===== config.mk =====
export PLATFORM = sky130hd
export DESIGN_NAME = strobe_bridge
export DESIGN_NICKNAME = d
export VERILOG_FILES = /design/src/strobe_bridge_pkg.sv /design/src/strobe_bridge.sv /design/src/rate_divider.sv
export VERILOG_INCLUDE_DIRS = /design/src
export SDC_FILE = /design/constraint.sdc
export NUM_CORES = 1
export LEC_CHECK = 0
export BUFFER_PORTS_ARGS = -buffer_cell sky130_fd_sc_hd__buf_4
export CAP_MARGIN = 20
export CORE_MARGIN = 10
export CORE_UTILIZATION = 50
export DETAILED_ROUTE_END_ITERATION = 6
export PLACE_DENSITY = 0.86
export SLEW_MARGIN = 0
export SYNTH_ARGS = -nofsm -noshare
export SYNTH_HDL_FRONTEND = slang
export SYNTH_HIERARCHICAL = 1
export SYNTH_SLANG_ARGS = --single-unit

===== constraint.sdc =====
create_clock -name sys_clk -period 2.28 [get_ports sys_clk]
set_input_delay 0.342 -clock sys_clk [delete_from_list [all_inputs] [get_ports sys_clk]]
set_output_delay 0.342 -clock sys_clk [all_outputs]
set_load 0.005 [all_outputs]

===== src/strobe_bridge_defines.svh =====
// constants for the strobe board bus bridge and clock divider
`ifndef STROBE_BRIDGE_DEFINES_SVH
`define STROBE_BRIDGE_DEFINES_SVH
`define ADDR_W 20
`define DATA_W 16
`define CTRL_W 8
`define DIV_W 16
`define DEC_HI 19
`define DEC_LO 15
`define BOARD_BASE 5'h1E
`define ACQ_BASE 5'h1F
`define DIV_RESET 16'h0013
`define DIV_MIN 16'h0001
`endif


===== src/strobe_bridge_pkg.sv =====
// types shared by the strobe board bus bridge
package strobe_bridge_pkg;
    typedef enum logic [1:0] {
        SEL_NONE,
        SEL_BOARD,
        SEL_ACQ
    } target_t;
endpackage : strobe_bridge_pkg


===== src/strobe_bridge.sv =====
// bus buffering, address latch, decoder and rate generator top
`timescale 1ns/1ps
`include "strobe_bridge_defines.svh"
module strobe_bridge
    import strobe_bridge_pkg::*;
(
    input wire logic sys_clk, // system clock
    input wire logic rst_n, // async reset, active low
    input wire logic [`ADDR_W-1:0] ctl_addr, // controller address
    input wire logic ctl_ale, // address latch strobe
    input wire logic ctl_rd, // read access level
    input wire logic [`CTRL_W-1:0] ctl_ctrl, // controller control lines
    input wire logic [`DATA_W-1:0] ctl_data_i, // controller data in
    output logic [`DATA_W-1:0] ctl_data_o, // data toward controller
    output logic ctl_data_oe_n, // low when driving controller
    input wire logic [`DATA_W-1:0] brd_data_i, // board data in
    output logic [`DATA_W-1:0] brd_data_o, // data toward board
    output logic brd_data_oe_n, // low when driving board
    output logic [`ADDR_W-1:0] brd_addr, // latched address
    output logic [`CTRL_W-1:0] brd_ctrl, // buffered control lines
    output logic sel_board, // access hits this board
    output logic sel_acq, // access hits acquisition boards
    input wire logic in_clk, // jumper clock input
    input wire logic div_load, // load strobe for divider
    output logic clk_out // square wave clock
);
    // access timing, counted from the edge that latches the address:
    //   that edge: address captured into the latch
    //   next edge: decode flags registered from the latched value
    //   same edge: enables registered, if the strobe has dropped
    //   afterwards: enables track the read level one edge behind
    // the strobe forces both enables off, so a new address cycle
    // never overlaps a data phase still in flight
    // every port leaves a flop; nothing reaches a pin through logic

    // address latch
    logic [`ADDR_W-1:0] addr_q; // latched address
    logic [`ADDR_W-1:0] addr_d; // next latch value
    // control buffer
    logic [`CTRL_W-1:0] ctrl_q; // buffered control lines
    logic [`CTRL_W-1:0] ctrl_d; // next control value
    // data buffers toward each side
    logic [`DATA_W-1:0] cdo_q; // data toward controller
    logic [`DATA_W-1:0] cdo_d; // next controller data
    logic [`DATA_W-1:0] bdo_q; // data toward board
    logic [`DATA_W-1:0] bdo_d; // next board data
    // buffer enables, low while driving
    logic coe_n_q; // controller side enable
    logic coe_n_d; // next controller enable
    logic boe_n_q; // board side enable
    logic boe_n_d; // next board enable
    // registered decode flags
    logic sb_q; // hit on this board
    logic sb_d; // next board hit
    logic sa_q; // hit on acquisition boards
    logic sa_d; // next acquisition hit
    // square wave retimed at the top
    logic clk_q; // output clock flop
    logic clk_d; // next output clock
    // combinational decode results and the divider square wave
    target_t tgt; // decoded target
    logic hit; // latched address decodes
    logic drive_ok; // data phase of a hit
    logic sq; // divider square wave

    // address latch: reloads on every edge while the strobe is high, then holds
    // the captured address so decode never sees the data phase lines
    always_comb begin
        addr_d = addr_q; // hold through the data phase
        if (ctl_ale) begin
            addr_d = ctl_addr; // capture
        end
    end

    // address latch register
    always_ff @(posedge sys_clk or negedge rst_n) begin
        if (!rst_n) begin
            addr_q <= '0;
        end else begin
            addr_q <= addr_d;
        end
    end

    // partial decode of the latched upper address bits; lower bits
    // take no part, so each target answers a whole address window
    always_comb begin
        case (addr_q[`DEC_HI:`DEC_LO])
            `BOARD_BASE: begin
                tgt = SEL_BOARD;
            end
            `ACQ_BASE: begin
                tgt = SEL_ACQ;
            end
            default: begin
                tgt = SEL_NONE;
            end
        endcase
        hit = (tgt != SEL_NONE);
        drive_ok = hit && !ctl_ale; // strobe forces buffers off
        sb_d = (tgt == SEL_BOARD);
        sa_d = (tgt == SEL_ACQ);
    end

    // decode flag registers
    always_ff @(posedge sys_clk or negedge rst_n) begin
        if (!rst_n) begin
            sb_q <= 1'b0;
            sa_q <= 1'b0;
        end else begin
            sb_q <= sb_d;
            sa_q <= sa_d;
        end
    end

    // one-way control buffer, one edge of lag; control lines
    // carry no enable of their own and always pass
    always_comb begin
        ctrl_d = ctl_ctrl;
    end

    // control buffer register
    always_ff @(posedge sys_clk or negedge rst_n) begin
        if (!rst_n) begin
            ctrl_q <= '0;
        end else begin
            ctrl_q <= ctrl_d;
        end
    end

    // direction steering: reads face the controller, writes the board;
    // a miss leaves both sides undriven so another board may answer,
    // and at most one enable is ever low
    always_comb begin
        coe_n_d = 1'b1; // off on a miss
        boe_n_d = 1'b1; // off on a miss
        if (drive_ok) begin
            coe_n_d = ~ctl_rd; // read drives controller
            boe_n_d = ctl_rd; // write drives board
        end
    end

    // buffer enable registers, both off in reset
    always_ff @(posedge sys_clk or negedge rst_n) begin
        if (!rst_n) begin
            coe_n_q <= 1'b1;
            boe_n_q <= 1'b1;
        end else begin
            coe_n_q <= coe_n_d;
            boe_n_q <= boe_n_d;
        end
    end

    // data buffers in both directions; data is copied every edge and
    // only the enables decide which side sees it
    always_comb begin
        cdo_d = brd_data_i; // board toward controller
        bdo_d = ctl_data_i; // controller toward board
    end

    // data buffer registers
    always_ff @(posedge sys_clk or negedge rst_n) begin
        if (!rst_n) begin
            cdo_q <= '0;
            bdo_q <= '0;
        end else begin
            cdo_q <= cdo_d;
            bdo_q <= bdo_d;
        end
    end

    // divider reload value carried on the controller data bus;
    // a load strobe restarts the count, a zero load runs at the
    // shortest ratio, and reset leaves the power-on ratio in place
    rate_divider u_div (
        .sys_clk(sys_clk),
        .rst_n(rst_n),
        .in_clk(in_clk),
        .load(div_load),
        .load_val(ctl_data_i),
        .sq_out(sq)
    );

    // square wave retimed so the output leaves a top level flop;
    // costs one edge of lag, duty cycle unchanged
    always_comb begin
        clk_d = sq;
    end

    // output clock register
    always_ff @(posedge sys_clk or negedge rst_n) begin
        if (!rst_n) begin
            clk_q <= 1'b0;
        end else begin
            clk_q <= clk_d;
        end
    end

    // ports straight from the registers above
    assign brd_addr = addr_q;
    assign brd_ctrl = ctrl_q;
    assign ctl_data_o = cdo_q;
    assign brd_data_o = bdo_q;
    assign ctl_data_oe_n = coe_n_q;
    assign brd_data_oe_n = boe_n_q;
    assign sel_board = sb_q;
    assign sel_acq = sa_q;
    assign clk_out = clk_q;
endmodule : strobe_bridge


===== src/rate_divider.sv =====
// programmable clock-rate divider with divide-by-two output
`timescale 1ns/1ps
`include "strobe_bridge_defines.svh"
module rate_divider (
    input wire logic sys_clk, // system clock
    input wire logic rst_n, // async reset, active low
    input wire logic in_clk, // jumper clock input, synchronous
    input wire logic load, // one-cycle load strobe
    input wire logic [`DIV_W-1:0] load_val, // reload value
    output logic sq_out // square wave output
);
    logic [`DIV_W-1:0] reload_q, reload_d;
    logic [`DIV_W-1:0] cnt_q, cnt_d;
    logic sq_q, sq_d;
    logic in_q;
    logic in_rise;
    logic [`DIV_W-1:0] load_eff;

    assign in_rise = in_clk & ~in_q;
    // zero load would give a ratio of two, below the floor
    assign load_eff = (load_val == '0) ? `DIV_MIN : load_val;

    // down counter reload, terminal count toggles output
    always_comb begin
        reload_d = load ? load_eff : reload_q;
        cnt_d = cnt_q;
        sq_d = sq_q;
        if (load) begin
            cnt_d = load_eff;
        end else if (in_rise) begin
            if (cnt_q == '0) begin
                cnt_d = reload_q; // ratio 2*(n+1): 4..2^17
                sq_d = ~sq_q; // even duty cycle
            end else begin
                cnt_d = cnt_q - 1'b1;
            end
        end
    end

    // registers
    always_ff @(posedge sys_clk or negedge rst_n) begin
        if (!rst_n) begin
            reload_q <= `DIV_RESET;
            cnt_q <= `DIV_RESET;
            sq_q <= 1'b0;
            in_q <= 1'b0;
        end else begin
            reload_q <= reload_d;
            cnt_q <= cnt_d;
            sq_q <= sq_d;
            in_q <= in_clk;
        end
    end

    assign sq_out = sq_q;
endmodule : rate_divider


==> results.py <==
metrics = {
    "status": {
        "status": "finished clean",
    },
    "yosys": {
        "synth_async_sr_flop_share_pct": 100,
        "synth.most_common_cell": "dfrtp_1",
        "yosys.cell_types.count": 49,
        "synth_fa_ha_area_share_pct": 0.633,
        "synth_top_family_by_area": "multiplexers",
        "synth_cells": 284,
        "synth_edf_count": 0,
        "synth-seq-area-share_pct": 62.9,
        "synth_compound_area_share_pct": 9.02,
        "synth_mux_area_share_pct": 13.0,
        "synth_fp_nets": 352,
        "synth-seq-cells": 99,
        "yosys.area_share.simple_pct": 10.2,
        "synth_top_area_cell": "dfrtp_1",
        "synth_xor_area_share_pct": 1.33,
        "syn_area_per_cell_sq_um": 13.9,
        "yosys-top-cells-area": "dfrtp_1 58%, mux2_4 7.2%, dfstp_2 5.3%",
        "netlist_area_sq_mm": 0.00395,
        "synthTopCellsByCount": "91 x dfrtp_1, 19 x mux2_4, 16 x o21ai_0, 15 x mux2_2",
        "synth_ff_type": "dfrtp_1",
        "synth_top_cell_area_share_pct": 57.6,
        "synth_warnings": 6,
    },
    "run": {
        "maxCapViolCount": 0,
    },
    "detailed_routing": {
        "routed_via_density": 5.35,
        "drt_wl_total_um": 9950,
        "detail_route.wl_per_cell_um": 18.9,
        "drtIter0Drc": 152,
        "dr.pass1.iters": 5,
        "drc": 0,
        "ant_nets": 0,
        "vias": 2814,
    },
    "placed_design": {
        "place_congestion": 0.938,
        "dp_hpwl_um": 7510,
        "postPlaceCellArea_sq_mm": 0.00504,
        "pre_cts_ws_ns": 0.349,
        "numPortBuffers": 130,
    },
    "global_routing": {
        "track_usage_pct": 17.2,
        "use_met3_pct": 5.19,
        "grt_max_degree": 48,
        "grt_pass1_wl_um": 15800,
        "grt_use_met2_pct": 29.8,
        "antenna_found_initial": 0,
        "met1_usage_pct": 20.2,
        "overflow": 0,
        "grt.busiest_layer": "met2",
        "grt_pass1_vias": 2868,
    },
    "layout": {
        "antenna_cells": 0,
        "nets": 487,
        "fin_util_pct": 68.0,
        "drive_gt1_share_pct": 48.6,
        "area_growth_pct": 32.8,
        "final_area_sq_mm": 0.00525,
    },
    "cts": {
        "cts_tree": "done",
        "cts_max_level": 3,
        "ctsResizeCount": 0,
        "cts_max_path_buffers": 2,
        "clock_tree.root_cell": "clkbuf_8",
        "insertion_delay_ns": 0.37,
        "cts.clk_slew.worst_paths_ns": 0.12,
        "cts_made_buffers": 9,
        "clock_sinks": 99,
        "cts_setup_buffers": 0,
    },
    "worst_setup_path": {
        "end_kind": "flip-flop",
        "worst_setup_path_start_kind": "flip-flop",
        "crit_buf_inv": 1,
        "arrival_ns": 2.28,
        "crit_slowest_cell": "nand3_2",
        "cp_max_fo": 12,
        "critical_path_class": "flip-flop to flip-flop",
        "required_ns": 2.53,
        "critical-path-top-delay-family": "simple AND/OR/NAND/NOR gates",
        "cpMostUsedCell": "o21ai_0",
        "worstPathCellList": "inv_1, ha_1, nor4b_4, nand3_2, o21ai_0, o21ai_0",
        "max_stage_delay_ns": 0.41,
    },
    "floorplan": {
        "die_area_sq_mm": 0.0119,
        "core_area_sq_mm": 0.00773,
        "io_pins": 131,
        "die_w_um": 109,
        "die_h_um": 109,
        "start_util_pct": 51.2,
        "placementRows": 32,
    },
    "pwr": {
        "p_leak_nw": 2.46,
        "power_density_mw_per_mm2": 700,
        "ir_drop_uv": 335,
    },
    "timing": {
        "slew_headroom_pct": 49.2,
        "fin_hold_ws_ns": 0.0543,
        "fin_crit_ns": 2.03,
        "finalCritPeriodShare_pct": 89.0,
        "fin_skew_ns": 0.00731,
        "max_clock_freq_mhz": 493,
        "hold_viol_final": 0,
        "fin_ws_ns": 0.250,
        "tightest_slew_ns": 0.755,
        "drv_slew": 0,
        "grt_setup_unrepaired": "false",
        "setup_viol": 0,
        "tns_ns": 0,
    },
    "worst_hold_path": {
        "hold_class": "input port to flip-flop",
    },
}
metrics by stage:
stage,total power (W),instances
floorplan,0.00227,284
global placement,0.00257,509
detailed placement,0.00259,509
CTS,0.00371,526
global route,0.00385,526
finish,0.00368,526
sequential cells by signal (all words and copies together) (netlist names):
register        count
u_div/in_q          1
clk_out             1
u_div/sq_out        1
sel_board           1
ctl_data_oe_n       1
u_div/reload_q     16
ctl_data_o         16
brd_data_oe_n       1
brd_ctrl            8
brd_addr           20
u_div/cnt_q        16
sel_acq             1
brd_data_o         16
report_power, final:
group | switching (W) | leakage [nW] | internal, W | total (W)
sequential | 0.000109 | 1.16 | 0.00190 | 0.00200
clock | 0.000683 | 0.101 | 0.000439 | 0.00112
combinational | 0.000234 | 1.20 | 0.000318 | 0.000551
total | 0.00103 | 2.46 | 0.00265 | 0.00368
layer usage:
metal	share of wire [%]	wire length, um
met5	0	0
met4	1.3	131
met3	8.2	818
met1	39	3840
met2	52	5160
cell type report:
type | instances | area [sq um]
flip-flops and latches | 99 | 2490
fillers | 550 | 2470
multi-input cells | 166 | 1350
repair buffers | 137 | 1060
well taps | 102 | 128
clock buffers | 9 | 124
clock inverters | 7 | 82.6
inverters | 6 | 22.5
path summary, 6_finish.rpt:
check	from	end	slack (ns)	cells after the start
hold / removal	ctl_ctrl[2]	brd_ctrl[2]	0.05	1
min in group asynchronous	rst_n	u_div/reload_q[15]	0.53	2
max in group asynchronous	rst_n	u_div/reload_q[0]	1.13	3
hold reg to reg	u_div/sq_out	clk_out	0.42	0
setup / recovery	u_div/cnt_q[0]	u_div/cnt_q[9]	0.25	6
setup reg to reg	u_div/cnt_q[0]	u_div/cnt_q[9]	0.25	6
logic make-up (layout without fill, tap and decap cells):
family / Yosys count / in the layout
DFF: 99 / 99
xor gates and xnor gates: 6 / 6
and+or+nand+nor: 63 / 63
muxes: 40 / 40
buffers and inverters: 19 / 159
adders and majority gates: 2 / 2
AOI/OAI and AO/OA: 55 / 55
layout by cell type, fill, tap and decap left out, types with 2 or more instances in the layout:
cell	synthesis	final
a21oi_1	8	8
a22oi_1	12	12
and2_1	3	3
buf_12	0	2
buf_4	1	134
clkbuf_8	0	9
clkinv_8	0	2
dfrtp_1	91	91
dfstp_2	8	8
ha_1	2	2
inv_1	6	6
inv_8	0	3
mux2_2	15	15
mux2_4	19	19
mux2i_1	6	6
nand2_1	7	7
nand3_1	6	6
nand4_1	4	4
nor2_1	12	12
nor2b_1	2	2
nor3_1	6	6
nor3_2	2	2
nor3_4	2	2
nor4_1	4	4
o2111ai_1	2	2
o21a_1	3	3
o21ai_0	16	16
o21ai_1	5	5
o22ai_1	2	2
o31ai_1	2	2
or3_1	3	3
xnor2_1	3	3
xor2_1	3	3
timing repair:
| item | 4_1_cts | 5_1_grt |
|---|---|---|
| setup endpoints to repair | 0 | 0 |
| endpoints found under the hold margin | 31 | 0 |
| hold buffers | 1 | 0 |
Note: power is estimated with default switching activity, not from simulation.
